File: src/i2c_register_slave_pkg.sv
// Constants and types shared by the two-wire register slave.
package i2c_register_slave_pkg;

  // Seven-bit bus address the slave answers to.
  localparam logic [6:0] SLAVE_ADDR = 7'h1a;

  // Register file shape: sixteen eight-bit registers.
  localparam int REG_COUNT = 16;
  localparam int REG_AW = 4;
  localparam int DATA_W = 8;
  localparam logic [7:0] LAST_REG = 8'h0f;
  localparam logic [7:0] READ_FILL = 8'hff;
  localparam logic [7:0] REG_RESET_VAL = 8'h00;
  localparam logic [7:0] PTR_RESET_VAL = 8'h00;

  // Bit counter positions within one byte.
  localparam logic [3:0] BITS_PER_BYTE = 4'h8;
  localparam logic [3:0] LAST_TX_BIT = 4'h7;

  // Write buffer between the serial side and the register file.
  localparam int BUF_DEPTH = 2;
  localparam int BUF_W = REG_AW + DATA_W;

  // Clock and bus timing.
  localparam int SYS_CLK_HZ = 40_000_000;
  localparam int STD_RATE_BPS = 100_000;
  localparam int FAST_RATE_BPS = 400_000;
  // Shortest SCL period in system clocks (fastest rate, rounded down).
  localparam int FAST_BIT_CYCLES = SYS_CLK_HZ / FAST_RATE_BPS;
  localparam int STD_BIT_CYCLES = SYS_CLK_HZ / STD_RATE_BPS;
  // Pin synchroniser depth.
  localparam int SYNC_STAGES = 3;

  typedef enum logic [2:0] {
    ST_IDLE,
    ST_ADDR,
    ST_ACK,
    ST_WRITE,
    ST_READ,
    ST_MACK
  } link_state_t;

endpackage

File: src/i2c_register_slave.sv
// Two-wire serial register slave with sixteen eight-bit registers.
//
// Operation
// Answer only to seven-bit bus address 0x1A.
// Sixteen eight-bit registers at indices 0x00 to 0x0F.
// Reads above index 0x0F return 0xFF.
// Works at bit rates up to 100 and 400 kbit/s.
// Data line is open drain; pulled low, never driven high.
// Start is SDA falling with SCL high; stop is SDA rising.
// Bus busy from a start until the next stop.
// SDA changes only while SCL low; one SCL pulse per bit.
// Every byte is eight bits, most significant bit first.
// Ninth pulse carries acknowledge; receiver pulls SDA low to accept.
// Master makes all clock pulses, starts and stops; SCL never driven.
// First byte after start is address plus direction bit, 1 reads.
// Direction fixed per transaction; repeated start changes it.
// First byte after a write address sets the register pointer.
// Written data bytes fill the pointed register, then pointer increments.
// Read returns pointed register; master ack requests next, nack ends.
// Master closes every transaction with a stop.
// Any number of data bytes per transaction. Writes end with a not-acknowledge while the two-entry buffer is full.
// Registers are eight bits, bit 0 least significant.
// Mismatched address gets no acknowledge; transaction ignored.
// Pointer increments after every byte sent in a read.
// Writes past the last register are acknowledged but stored nowhere.
`timescale 1ns/1ps

module i2c_register_slave
  import i2c_register_slave_pkg::*;
(
  input wire logic sys_clk_i,
  input wire logic rst_i,
  input wire logic scl_i,
  input wire logic sda_i,
  output logic sda_o,
  output logic sda_oe_o,
  output logic bus_busy_o,
  output logic wr_valid_o,
  output logic [REG_AW-1:0] wr_addr_o,
  output logic [DATA_W-1:0] wr_data_o,
  input wire logic wr_ready_i
);

  ////////////////////////////////////////////////////////////////////////////
  // Pin synchronisers and glitch filter.

  logic [SYNC_STAGES-1:0] scl_sync_r;
  logic [SYNC_STAGES-1:0] sda_sync_r;
  logic scl_r;
  logic sda_r;
  logic scl_prev_r;
  logic sda_prev_r;

  // The first stage is only read by the second; a level is accepted once
  // the second and third stages agree, which rejects single-cycle spikes.
  // About five clocks from pin to action still fit inside a fast-mode low phase.
  always_ff @(posedge sys_clk_i)
  begin
    if (rst_i)
    begin
      scl_sync_r <= '1;
      sda_sync_r <= '1;
    end
    else
    begin
      scl_sync_r <= {scl_sync_r[SYNC_STAGES-2:0], scl_i};
      sda_sync_r <= {sda_sync_r[SYNC_STAGES-2:0], sda_i};
    end
  end

  always_ff @(posedge sys_clk_i)
  begin
    if (rst_i)
    begin
      scl_r <= 1'b1;
      sda_r <= 1'b1;
      scl_prev_r <= 1'b1;
      sda_prev_r <= 1'b1;
    end
    else
    begin
      if (scl_sync_r[1] == scl_sync_r[2])
      begin
        scl_r <= scl_sync_r[2];
      end
      if (sda_sync_r[1] == sda_sync_r[2])
      begin
        sda_r <= sda_sync_r[2];
      end
      scl_prev_r <= scl_r;
      sda_prev_r <= sda_r;
    end
  end

  logic scl_rise;
  logic scl_fall;
  logic start_det;
  logic stop_det;

  // Edges of SDA count as start or stop only while SCL stays high.
  assign scl_rise = scl_r & ~scl_prev_r;
  assign scl_fall = ~scl_r & scl_prev_r;
  assign start_det = scl_r & scl_prev_r & sda_prev_r & ~sda_r;
  assign stop_det = scl_r & scl_prev_r & ~sda_prev_r & sda_r;

  ////////////////////////////////////////////////////////////////////////////
  // Register file and two-entry write buffer.

  logic [DATA_W-1:0] regs_r [REG_COUNT];
  logic [BUF_W-1:0] buf_r [BUF_DEPTH];
  logic [1:0] buf_cnt_r;
  logic buf_push;
  logic buf_pop;
  logic buf_ready;
  logic [BUF_W-1:0] push_word;

  assign buf_ready = (buf_cnt_r != 2'(BUF_DEPTH));
  assign buf_pop = wr_valid_o & wr_ready_i;

  // The serial side cannot be stalled because the slave never holds SCL,
  // so a full buffer is answered with a not-acknowledge instead.
  always_ff @(posedge sys_clk_i)
  begin
    if (rst_i)
    begin
      buf_cnt_r <= 2'h0;
      for (int i = 0; i < BUF_DEPTH; i++)
      begin
        buf_r[i] <= '0;
      end
    end
    else
    begin
      if (buf_pop)
      begin
        buf_r[0] <= buf_r[1];
      end
      // A push together with a pop can only meet a single held word.
      if (buf_push)
      begin
        buf_r[buf_cnt_r[0] & ~buf_pop] <= push_word;
      end
      buf_cnt_r <= buf_cnt_r + {1'b0, buf_push} - {1'b0, buf_pop};
    end
  end

  always_ff @(posedge sys_clk_i)
  begin
    if (rst_i)
    begin
      wr_valid_o <= 1'b0;
      wr_addr_o <= '0;
      wr_data_o <= '0;
    end
    else
    begin
      // Head of the buffer as seen after this cycle's push and pop.
      if (buf_pop)
      begin
        wr_valid_o <= (buf_cnt_r == 2'h2) | buf_push;
        wr_addr_o <= (buf_cnt_r == 2'h2) ? buf_r[1][BUF_W-1:DATA_W]
                                         : push_word[BUF_W-1:DATA_W];
        wr_data_o <= (buf_cnt_r == 2'h2) ? buf_r[1][DATA_W-1:0]
                                         : push_word[DATA_W-1:0];
      end
      else if (buf_cnt_r == 2'h0)
      begin
        wr_valid_o <= buf_push;
        wr_addr_o <= push_word[BUF_W-1:DATA_W];
        wr_data_o <= push_word[DATA_W-1:0];
      end
    end
  end

  // A register takes its byte when the consumer accepts the write.
  always_ff @(posedge sys_clk_i)
  begin
    if (rst_i)
    begin
      for (int i = 0; i < REG_COUNT; i++)
      begin
        regs_r[i] <= REG_RESET_VAL;
      end
    end
    else if (buf_pop)
    begin
      regs_r[wr_addr_o] <= wr_data_o;
    end
  end

  ////////////////////////////////////////////////////////////////////////////
  // Serial link state machine.

  link_state_t state_r;
  logic [3:0] bit_cnt_r;
  logic [7:0] shift_r;
  logic [7:0] ptr_r;
  logic read_r;
  logic ptr_phase_r;
  logic ack_ok_r;

  // Indices past the last register read as all ones.
  function automatic logic [7:0] read_byte(input logic [7:0] ptr);
    read_byte = (ptr > LAST_REG) ? READ_FILL : regs_r[ptr[REG_AW-1:0]];
  endfunction

  logic in_range;
  logic data_byte_done;
  logic [7:0] next_byte;

  always_comb
  begin
    next_byte = read_byte(ptr_r);
  end

  assign in_range = (ptr_r <= LAST_REG);
  assign data_byte_done = (state_r == ST_WRITE) && scl_fall && (bit_cnt_r == BITS_PER_BYTE);
  assign push_word = {ptr_r[REG_AW-1:0], shift_r};
  // Out-of-range data is acknowledged and dropped.
  assign buf_push = data_byte_done && !ptr_phase_r && in_range && buf_ready;

  always_ff @(posedge sys_clk_i)
  begin
    if (rst_i)
    begin
      bus_busy_o <= 1'b0;
    end
    else if (start_det)
    begin
      bus_busy_o <= 1'b1;
    end
    else if (stop_det)
    begin
      bus_busy_o <= 1'b0;
    end
  end

  always_ff @(posedge sys_clk_i)
  begin
    if (rst_i)
    begin
      state_r <= ST_IDLE;
      bit_cnt_r <= 4'h0;
      shift_r <= 8'h00;
      ptr_r <= PTR_RESET_VAL;
      read_r <= 1'b0;
      ptr_phase_r <= 1'b0;
      ack_ok_r <= 1'b0;
      sda_oe_o <= 1'b0;
    end
    else if (start_det)
    begin
      // A repeated start is allowed anywhere and reopens address phase.
      state_r <= ST_ADDR;
      bit_cnt_r <= 4'h0;
      sda_oe_o <= 1'b0;
    end
    else if (stop_det)
    begin
      state_r <= ST_IDLE;
      sda_oe_o <= 1'b0;
    end
    else
    begin
      unique case (state_r)
        ST_IDLE:
        begin
          sda_oe_o <= 1'b0;
        end
        ST_ADDR, ST_WRITE:
        begin
          if (scl_rise && bit_cnt_r != BITS_PER_BYTE)
          begin
            shift_r <= {shift_r[6:0], sda_r};
            bit_cnt_r <= bit_cnt_r + 4'h1;
          end
          else if (scl_fall && bit_cnt_r == BITS_PER_BYTE)
          begin
            bit_cnt_r <= 4'h0;
            if (state_r == ST_ADDR)
            begin
              if (shift_r[7:1] == SLAVE_ADDR)
              begin
                read_r <= shift_r[0];
                ptr_phase_r <= ~shift_r[0];
                sda_oe_o <= 1'b1;
                state_r <= ST_ACK;
              end
              else
              begin
                state_r <= ST_IDLE;
              end
            end
            else if (ptr_phase_r)
            begin
              ptr_r <= shift_r;
              ptr_phase_r <= 1'b0;
              sda_oe_o <= 1'b1;
              state_r <= ST_ACK;
            end
            else if (!in_range || buf_ready)
            begin
              ptr_r <= ptr_r + 8'h01;
              sda_oe_o <= 1'b1;
              state_r <= ST_ACK;
            end
            else
            begin
              // Buffer full: not-acknowledge and keep the pointer.
              state_r <= ST_IDLE;
            end
          end
        end
        ST_ACK, ST_MACK:
        begin
          if (scl_rise && state_r == ST_MACK)
          begin
            ack_ok_r <= ~sda_r;
          end
          else if (scl_fall)
          begin
            if (read_r && (state_r == ST_ACK || ack_ok_r))
            begin
              shift_r <= next_byte;
              ptr_r <= ptr_r + 8'h01;
              sda_oe_o <= ~next_byte[7];
              bit_cnt_r <= 4'h0;
              state_r <= ST_READ;
            end
            else
            begin
              sda_oe_o <= 1'b0;
              state_r <= read_r ? ST_IDLE : ST_WRITE;
            end
          end
        end
        ST_READ:
        begin
          if (scl_fall)
          begin
            if (bit_cnt_r == LAST_TX_BIT)
            begin
              sda_oe_o <= 1'b0;
              state_r <= ST_MACK;
            end
            else
            begin
              shift_r <= {shift_r[6:0], 1'b0};
              sda_oe_o <= ~shift_r[6];
              bit_cnt_r <= bit_cnt_r + 4'h1;
            end
          end
        end
      endcase
    end
  end

  // The line is only ever pulled low; the enable alone carries the data.
  always_ff @(posedge sys_clk_i)
  begin
    sda_o <= 1'b0;
  end

endmodule // i2c_register_slave

File: config.mk
export PLATFORM = sky130hd
export DESIGN_NAME = i2c_register_slave
export DESIGN_NICKNAME = d
export VERILOG_FILES = /design/src/i2c_register_slave_pkg.sv /design/src/i2c_register_slave.sv
export SDC_FILE = /design/constraint.sdc
export NUM_CORES = 1
export LEC_CHECK = 0
export BUFFER_PORTS_ARGS = -buffer_cell sky130_fd_sc_hd__clkbuf_2
export CORE_MARGIN = 4
export CORE_UTILIZATION = 50
export DETAILED_ROUTE_END_ITERATION = 6
export PLACE_DENSITY = 0.66
export SLEW_MARGIN = 25
export SYNTH_ARGS = -nofsm -noshare
export SYNTH_HDL_FRONTEND = slang
export SYNTH_SLANG_ARGS = --single-unit
File: constraint.sdc
create_clock -name sys_clk_i -period 2.96 [get_ports sys_clk_i]
set_input_delay 0.444 -clock sys_clk_i [delete_from_list [all_inputs] [get_ports sys_clk_i]]
set_output_delay 0.444 -clock sys_clk_i [all_outputs]
set_load 0.01 [all_outputs]
==> flow_metrics.env, run 1 <==
export IMPL_drt_total_wl_mm=22.6
export IMPL_finalHoldViolations=0
export IMPL_io_buffers=19
export IMPL_peakVddDrop_v=0.000386
export IMPL_crit_fanout=19
export IMPL_fin_crit_sh_pct=89.2
export IMPL_clk_pin_slew_ns=0.07
export IMPL_synth_nets=777
export IMPL_synth_edf_count=140
export IMPL_worstHoldPathType="input port to flop"
export IMPL_grt_pass1_vias=6163
export IMPL_synthSimpleGateAreaFrac_pct=20.6
export IMPL_netlist_instances=767
export IMPL_post_cts_buffers=0
export IMPL_max_freq_ghz=0.379
export IMPL_clock_power_share_pct=42.7
export IMPL_routedWlPerCell_um=21.9
export IMPL_ys_seq_area_share_pct=56.6
export IMPL_area_delta_synth_final_pct=11.2
export IMPL_clock_tree_buffer_depth=2
export IMPL_slew_headroom_pct=54.1
export IMPL_p_per_area_nw_per_um2=527
export IMPL_cap_violations=0
export IMPL_reg2reg_depth=5
export IMPL_first_pass_iters=7
export IMPL_n_antenna_cell=0
export IMPL_clk_latency_ns=0.44
export IMPL_dr_total_vias=6317
export IMPL_grt_max_degree=47
export IMPL_tns_ns=0
export IMPL_dieArea_um2=21100
export IMPL_seqPwrFrac_pct=54.8
export IMPL_crit_path_start_kind="flop"
export IMPL_fp_row_count=49
export IMPL_cpMaxStageDelayCell="dfxtp_1"
export IMPL_hpwl_mm=15.3
export IMPL_final_cell_mix="and2_1, edfxtp_1, dfxtp_1"
export IMPL_combPwrFrac_pct=2.4
export IMPL_cts_sinks=197
export IMPL_drt_iter0_drc=634
export IMPL_chipWidth_um=145
export IMPL_holdPathEnd="scl_sync_r[0]$_SDFF_PP1_"
export IMPL_cts_resized_gates=0
export IMPL_drive_gt1_share_pct=19.9
export IMPL_cts_root_buffer="clkbuf_16"
export IMPL_cp_data_arrival_time_ns=3.01
export IMPL_path_class="flop to flop"
export IMPL_fin_worst_skew_ns=0.0149
export IMPL_syn_area_um2=9440
export IMPL_holdPathStages=2
export IMPL_r2r_setup_slack_ns=0.32
export IMPL_via_per_inst=6.12
export IMPL_core_um2=18300
export IMPL_synthAdderAreaFrac_pct=0.663
export IMPL_post_route_min_period_ns=2.64
export IMPL_worstPathRequired_ns=3.33
export IMPL_initial_core_util_pct=51.7
export IMPL_overflow=0
export IMPL_internal_power_w=0.00425
export IMPL_syn_avg_cell_area_um2=12.3
export IMPL_fillers=1492
export IMPL_synth_compound_area_share_pct=9.85
export IMPL_async_flop_share_pct=0
export IMPL_cpPeakStageDelay_ns=0.73
export IMPL_cts_hold_buf=0
export IMPL_tightest_slew_ns=0.687
export IMPL_grt_usage_pct=21.4
export IMPL_numCtsBuffers=17
export IMPL_crit_chain="or3b_1 > a2bb2oi_1 > o2111ai_1 > nor3_1 > a32o_1"
export IMPL_synth_top_family_by_area="simple AND/OR/NAND/NOR gates"
export IMPL_report_final_slew_viol_count=0
export IMPL_fin_nets=800
export IMPL_regToRegEndpoint="shift_r[3]$_SDFFE_PP0P_"
export IMPL_setup_violations=0
export IMPL_drc=0
export IMPL_switchingPower_w=0.00127
export IMPL_cts_tree="done"
export IMPL_grt_setup_unrepaired="no"
export IMPL_finalPower_w=0.00553
export IMPL_cp_end_kind="flop"
export IMPL_htreeDepth=4
export IMPL_worstHoldStart="scl_i"
export IMPL_outcome="complete, no violations"
export IMPL_ys_flop_type="edfxtp_1"
export IMPL_synth_mux_area_share_pct=9.48
export IMPL_grt_pass1_wl_mm=35.1
export IMPL_drtAntennaViolNets=0
export IMPL_ys_warnings_count=0
export IMPL_ys_ff_latch=197
export IMPL_r2r_start="state_r[0]$_SDFFE_PP0P_"
export IMPL_ios=21
export IMPL_leakage_nw=3.89
export IMPL_die_y_um=145
export IMPL_synth_cell_types=69
export IMPL_grt_antenna_before_repair=0
export IMPL_netSwitchingFraction_pct=23.0
export IMPL_finalWeightedCongestion=0.902
export IMPL_synth_xor_xnor_area_share_pct=0.371
-- per-layer routing --
metal | GRT usage [%] | part of all wire [%]
met1 | 30.6 | 44
met2 | 33.7 | 48
met3 | 4.52 | 6.4
met4 | 5.51 | 1.9
met5 | 0 | 0
-- power groups by stage --
stage | registers, W | clock network [W] | logic [W]
after floorplan | 0.00308 | 0 | 0.0000976
after global routing | 0.00304 | 0.00252 | 0.000143
final | 0.00303 | 0.00236 | 0.000134
after CTS | 0.00303 | 0.00239 | 0.000134
after detailed placement | 0.00309 | 0 | 0.000133
after global placement | 0.00309 | 0 | 0.000131
-- per-stage QoR --
step	util [%]	setup slack, ns	cell area (um^2)	hold slack (ns)	instances
floorplan	-	0.636	9440	0.389	767
global placement	54.0	0.541	9870	0.398	1000
detailed placement	54.0	0.423	9870	0.393	1000
CTS	57.4	0.384	10500	0.183	1032
global route	57.4	0.0325	10500	0.180	1032
finish	57.4	0.320	10500	0.198	1032
-- area by class of cell --
type	instances	area (um^2)	area share, %
Clock buffer	18	450	4.29
Clock inverter	14	170	1.62
Timing Repair Buffer	51	348	3.32
Tap cell	229	287	2.73
Multi-Input combinational cell	517	3870	36.9
Sequential cell	197	5350	51.0
Inverter	6	22.5	0.215
-- cells by family (layout without fill, tap and decap cells) --
logic type,after synthesis,after routing
and+or+nand+nor,330,330
xor gates and xnor gates,4,4
DFF,197,197
buffers and inverters,53,89
muxes,48,48
adders and majority gates,5,5
AOI/OAI and AO/OA,129,129
other,1,1
-- how the worst max path moves through the flow --
stage                                   start                      end  slack (ns)  cells past startpoint
global placement    bit_cnt_r[0]$_SDFFE_PP0P_  buf_cnt_r[1]$_SDFF_PP0_        0.54                     11
finish                state_r[0]$_SDFFE_PP0P_  shift_r[3]$_SDFFE_PP0P_        0.32                      5
CTS                   state_r[0]$_SDFFE_PP0P_  shift_r[2]$_SDFFE_PP0P_        0.38                      5
global route          state_r[0]$_SDFFE_PP0P_  shift_r[2]$_SDFFE_PP0P_        0.03                      5
floorplan               ptr_r[4]$_SDFFE_PP0P_  buf_cnt_r[1]$_SDFF_PP0_        0.64                      9
detailed placement    state_r[0]$_SDFFE_PP0P_  shift_r[3]$_SDFFE_PP0P_        0.42                      5
-- critical path, delay by kind of cell (launching register included) --
family / cells / cell delay (ns)
AO/OA/AOI/OAI: 3 / 0.92
AND/OR/NAND/NOR: 2 / 0.94
flip-flops: 1 / 0.73
-- cell usage after synthesis (4+ instances only) --
library cell,number,share of area (%)
or2_2,32,2.1
o21ai_0,15,0.80
mux2i_1,14,1.5
nor3b_1,5,0.40
nor2_1,47,1.9
a22oi_1,15,1.2
mux4_2,33,7.9
ha_1,5,0.66
and2_1,140,9.3
nand4_1,5,0.33
edfxtp_1,140,45
nand3b_1,7,0.56
a211oi_1,16,1.3
a31oi_1,6,0.40
dfxtp_1,57,12
o211ai_1,4,0.32
inv_1,6,0.24
nand3_1,14,0.74
nand2_1,23,0.91
o31ai_1,6,0.48
buf_2,6,0.32
nor2b_1,11,0.73
clkbuf_1,34,1.4
nor3_1,11,0.58
nand2b_1,9,0.60
a32o_1,9,0.95
or3_1,8,0.53
a21oi_1,23,1.2
o32ai_1,5,0.46
-- state kept, by name, summed over array words and instances, names as in the netlist, named ones only --
signal and flops:
ack_ok_r 1, bit_cnt_r 4, buf_cnt_r 2, buf_r 12
bus_busy_o 1, ptr_phase_r 1, ptr_r 8, read_r 1
regs_r 128, scl_prev_r 1, scl_r 1, scl_sync_r 3
sda_oe_o 1, sda_prev_r 1, sda_r 1, sda_sync_r 3
shift_r 8, state_r 3, wr_addr_o 4, wr_data_o 8
wr_valid_o 1
Power figures use the tool's default switching activity.
==> inputs of run 2 (changes only) <==
- PLACE_DENSITY: 0.66 -> 0.64
==> run 2 against run 1 <==
Net effect: via count grew 0.14%; clock power shrank 5%; largest power group unchanged; sequential power is essentially flat; register-to-register slack lost 0.08 ns; global-route usage grew 0.42 points; sequential share of layout area grew 0.30 points; wire length shrank 0.90%; maximum frequency shrank 3.1%; utilization shrank 0.34 points; flip-flop and latch count is the same; total power shrank 2.1%.
==> flow_metrics.env, run 2 (synthesis results as in run 1) <==
export IMPL_slew_headroom_pct=51.4
export IMPL_path_class="flop to flop"
export IMPL_tns_ns=0
export IMPL_cts_sinks=197
export IMPL_cts_root_buffer="clkbuf_16"
export IMPL_clk_latency_ns=0.44
export IMPL_tightest_slew_ns=0.728
export IMPL_fin_worst_skew_ns=0.0109
export IMPL_largest_register="regs_r"
export IMPL_cts_hold_buf=0
export IMPL_crit_path_start_kind="flop"
export IMPL_area_delta_synth_final_pct=10.5
export IMPL_clock_tree_buffer_depth=2
export IMPL_grt_usage_pct=21.8
export IMPL_die_y_um=145
export IMPL_p_per_area_nw_per_um2=519
export IMPL_post_route_min_period_ns=2.72
export IMPL_drt_iter0_drc=639
export IMPL_worstHoldPathType="input port to flop"
export IMPL_cap_violations=0
export IMPL_final_cell_mix="and2_1, edfxtp_1, dfxtp_1"
export IMPL_chipWidth_um=145
export IMPL_cts_tree="done"
export IMPL_numCtsBuffers=17
export IMPL_finalInstanceArea_um2=10400
export IMPL_drt_total_wl_mm=22.4
export IMPL_first_pass_iters=7
export IMPL_report_final_slew_viol_count=0
export IMPL_grt_max_degree=72
export IMPL_grt_pass1_vias=6347
export IMPL_grt_setup_unrepaired="no"
export IMPL_via_per_inst=6.15
export IMPL_drc=0
export IMPL_setup_violations=0
export IMPL_cp_end_kind="flop"
export IMPL_cp_data_arrival_time_ns=3.10
export IMPL_core_um2=18300
export IMPL_grt_antenna_before_repair=0
export IMPL_htreeDepth=4
export IMPL_initial_core_util_pct=51.7
export IMPL_drtAntennaViolNets=0
export IMPL_fin_crit_sh_pct=92.0
export IMPL_holdPathStages=2
export IMPL_overflow=0
export IMPL_n_antenna_cell=0
export IMPL_leakage_nw=3.86
export IMPL_routedWlPerCell_um=21.8
export IMPL_hpwl_mm=15.4
export IMPL_reg_top3="regs_r (128), buf_r (12)"
export IMPL_finalWeightedCongestion=0.889
export IMPL_fin_util_pct=57.1
export IMPL_worstPathRequired_ns=3.33
export IMPL_dr_total_vias=6326
export IMPL_placed_cell_area_um2=9860
export IMPL_fin_nets=797
export IMPL_finalHoldViolations=0
export IMPL_fp_row_count=49
export IMPL_grt_pass1_wl_mm=36.1
export IMPL_drive_gt1_share_pct=19.6
export IMPL_peakVddDrop_v=0.000445
export IMPL_largest_reg_flops=128
export IMPL_clk_pin_slew_ns=0.07
export IMPL_cts_resized_gates=0
export IMPL_io_buffers=19
export IMPL_outcome="complete, no violations"
export IMPL_post_cts_buffers=0
export IMPL_crit_fanout=22
export IMPL_dieArea_um2=21100
export IMPL_ios=21
export IMPL_max_freq_ghz=0.367
export IMPL_reg2reg_depth=5
run 2: cell count changes in the layout (fill, tap and decap cells not counted):
| cell | delta |
|---|---|
| buf_4 | -4 |
| clkinv_8 | -4 |
| clkbuf_8 | +2 |
| inv_6 | +2 |
| buf_12 | +1 |
| clkbuf_16 | -1 |
| clkinv_2 | +1 |
| clkinv_4 | +1 |
| clkinvlp_4 | +1 |
| inv_12 | -1 |
| inv_8 | -1 |
run 2: per-layer routing:
| metal | wire, um | track usage [%] | up-vias |
|---|---|---|---|
| met5 | 0 | 0 | - |
| met4 | 418 | 6.84 | 0 |
| met3 | 1440 | 3.89 | 29 |
| met2 | 10400 | 33.7 | 271 |
| met1 | 10100 | 31.7 | 3115 |
| li1 | - | - | 2911 |
run 2: final timing paths:
path	startpoint	end	slack (ns)
setup / recovery	state_r[0]$_SDFFE_PP0P_	shift_r[2]$_SDFFE_PP0P_	0.24
hold / removal	sda_i	sda_sync_r[0]$_SDFF_PP1_	0.19
setup reg to reg	state_r[0]$_SDFFE_PP0P_	shift_r[2]$_SDFFE_PP0P_	0.24
hold reg to reg	sda_sync_r[0]$_SDFF_PP1_	sda_sync_r[1]$_SDFF_PP1_	0.43
run 2: area by class of cell:
cell class | instances | area (um^2)
multi-input cells | 517 | 3870
fillers | 1518 | 7840
clock buffers | 19 | 453
inverters | 6 | 22.5
repair buffers | 48 | 338
well taps | 229 | 287
flip-flops and latches | 197 | 5350
clock inverters | 13 | 116
run 2: power breakdown:
part           total [W]  leakage, nW  switching [W]  internal [W]
clock            0.00224        0.281        0.00109       0.00115
combinational   0.000132         1.67      0.0000855     0.0000470
sequential       0.00304         1.91      0.0000264       0.00301
total            0.00541         3.86        0.00120       0.00421
run 2: per-stage QoR:
step | std cells | total power (W) | worst slack [ns] | hold WS (ns)
2_1_floorplan | 767 | 0.00318 | 0.636 | 0.389
3_3_place_gp | 997 | 0.00323 | 0.502 | 0.404
3_5_place_dp | 997 | 0.00323 | 0.372 | 0.399
4_1_cts | 1029 | 0.00545 | 0.343 | 0.179
5_1_grt | 1029 | 0.00559 | 0.0728 | 0.192
6_report | 1029 | 0.00541 | 0.237 | 0.194
run 2: critical path, cell delays in order, from the launching register on:
cell       delay [ns]
dfxtp_1          0.79
or3b_1           0.28
a2bb2oi_1        0.30
o2111ai_1        0.33
nor3_1           0.68
a32o_1           0.27
==> inputs of run 3 (changes only) <==
- CORE_UTILIZATION: 50 -> 55
- PLACE_DENSITY: 0.64 -> 0.69
- SKIP_CTS_REPAIR_TIMING: default -> 1
- SLEW_MARGIN: 25 -> default
==> run 3 against run 2 <==
Net effect: via count is 0.55% lower; critical path type unchanged; wire length decreased by 3.2%; sequential power is essentially flat; maximum frequency increased by 0.16%; cell count down 1.3%.
==> flow_metrics.env, run 3 (synthesis results as in run 1) <==
export IMPL_area_delta_synth_final_pct=10.6
export IMPL_drc=0
export IMPL_hpwl_mm=14.6
export IMPL_first_pass_iters=5
export IMPL_dr_total_vias=6291
export IMPL_die_y_um=139
export IMPL_fin_util_pct=62.5
export IMPL_final_cell_mix="and2_1, edfxtp_1, dfxtp_1"
export IMPL_dieArea_um2=19300
export IMPL_htreeDepth=4
export IMPL_cts_root_buffer="clkbuf_16"
export IMPL_post_route_min_period_ns=2.72
export IMPL_clock_tree_buffer_depth=2
export IMPL_io_buffers=19
export IMPL_crit_fanout=14
export IMPL_drive_gt1_share_pct=18.8
export IMPL_numCtsBuffers=17
export IMPL_grt_usage_pct=22.9
export IMPL_ios=21
export IMPL_finalHoldViolations=0
export IMPL_largest_register="regs_r"
export IMPL_p_per_area_nw_per_um2=538
export IMPL_via_per_inst=6.19
export IMPL_drt_total_wl_mm=21.7
export IMPL_cts_tree="done"
export IMPL_chipWidth_um=139
export IMPL_drtAntennaViolNets=0
export IMPL_leakage_nw=3.85
export IMPL_core_um2=16700
export IMPL_r2r_start="state_r[1]$_SDFFE_PP0P_"
export IMPL_drt_iter0_drc=824
export IMPL_clk_pin_slew_ns=0.08
export IMPL_fin_worst_skew_ns=0.0100
export IMPL_setup_violations=0
export IMPL_whs_ns=0.207
export IMPL_grt_antenna_before_repair=0
export IMPL_worstHoldStart="sda_i"
export IMPL_initial_core_util_pct=56.5
export IMPL_fillers=1301
export IMPL_regToRegEndpoint="shift_r[4]$_SDFFE_PP0P_"
export IMPL_reg2reg_depth=6
export IMPL_tns_ns=0
export IMPL_fin_cells=1016
export IMPL_routedWlPerCell_um=21.3
export IMPL_grt_pass1_vias=6099
export IMPL_cp_data_arrival_time_ns=3.09
export IMPL_fin_crit_sh_pct=91.9
export IMPL_grt_pass1_wl_mm=34.4
export IMPL_worstHoldPathType="input port to flop"
export IMPL_tightest_slew_ns=0.772
export IMPL_reg_top3="regs_r (128), buf_r (12)"
export IMPL_path_class="flop to flop"
export IMPL_holdPathEnd="sda_sync_r[0]$_SDFF_PP1_"
export IMPL_n_antenna_cell=0
export IMPL_finalWeightedCongestion=0.922
export IMPL_slew_headroom_pct=48.4
export IMPL_overflow=0
export IMPL_max_freq_ghz=0.368
export IMPL_fin_nets=794
export IMPL_fp_row_count=47
export IMPL_peakVddDrop_v=0.000437
export IMPL_cts_sinks=197
export IMPL_crit_path_start_kind="flop"
export IMPL_worstPathRequired_ns=3.33
export IMPL_largest_reg_flops=128
export IMPL_r2r_setup_slack_ns=0.24
export IMPL_critPathLaunch="state_r[1]$_SDFFE_PP0P_"
export IMPL_outcome="complete, no violations"
export IMPL_clk_latency_ns=0.44
export IMPL_dpl_cell_count=985
export IMPL_grt_max_degree=70
export IMPL_report_final_slew_viol_count=0
export IMPL_grt_setup_unrepaired="no"
export IMPL_cp_end_kind="flop"
export IMPL_cap_violations=0
export IMPL_holdPathStages=2
## run 3: cell types whose count changed in the layout (fill, tap and decap cells not counted), sizes merged
cell and change:
inv -5, buf -3, bufinv +4, clkinvlp +2, clkinv -2
## run 3: metrics by stage
stage | cell area [um^2] | worst slack (ns) | total power [W]
6_report | 10400 | 0.241 | 0.00561
5_1_grt | 10400 | 0.130 | 0.00576
4_1_cts | 10400 | 0.357 | 0.00565
3_5_place_dp | 9830 | 0.372 | 0.00323
3_3_place_gp | 9830 | 0.539 | 0.00322
2_1_floorplan | 9440 | 0.636 | 0.00318
## run 3: power by group
group	switching, W	internal, W	total (W)
clock	0.00103	0.00141	0.00245
combinational	0.0000839	0.0000470	0.000131
sequential	0.0000242	0.00301	0.00303
## run 3: final cells by class
| type | count | area (um^2) | area share (%) |
|---|---|---|---|
| Clock buffer | 19 | 433 | 4.15 |
| Timing Repair Buffer | 45 | 315 | 3.02 |
| Clock inverter | 12 | 179 | 1.71 |
| Tap cell | 220 | 275 | 2.64 |
| Sequential cell | 197 | 5350 | 51.2 |
| Multi-Input combinational cell | 517 | 3870 | 37.0 |
| Inverter | 6 | 22.5 | 0.216 |
## run 3: worst max path at each step
stage / end / slack [ns] / depth (start not counted)
finish: shift_r[4]$_SDFFE_PP0P_ / 0.24 / 6
global route: shift_r[4]$_SDFFE_PP0P_ / 0.13 / 6
CTS: shift_r[4]$_SDFFE_PP0P_ / 0.36 / 6
detailed placement: shift_r[4]$_SDFFE_PP0P_ / 0.37 / 6
global placement: buf_cnt_r[1]$_SDFF_PP0_ / 0.54 / 11
floorplan: buf_cnt_r[1]$_SDFF_PP0_ / 0.64 / 9
## run 3: critical path, cell delays in order (launching register included)
cell       delay (ns)
dfxtp_1          0.48
buf_4            0.24
and3b_1          0.33
a2bb2oi_1        0.34
o2111ai_1        0.36
nor3_1           0.62
a32o_1           0.28
## run 3: routing by layer
metal  GRT usage (%)  share of wire, %
met1            32.8                44
met2            35.3                47
met3            4.59               6.5
met4            7.78               2.4
met5               0                 0
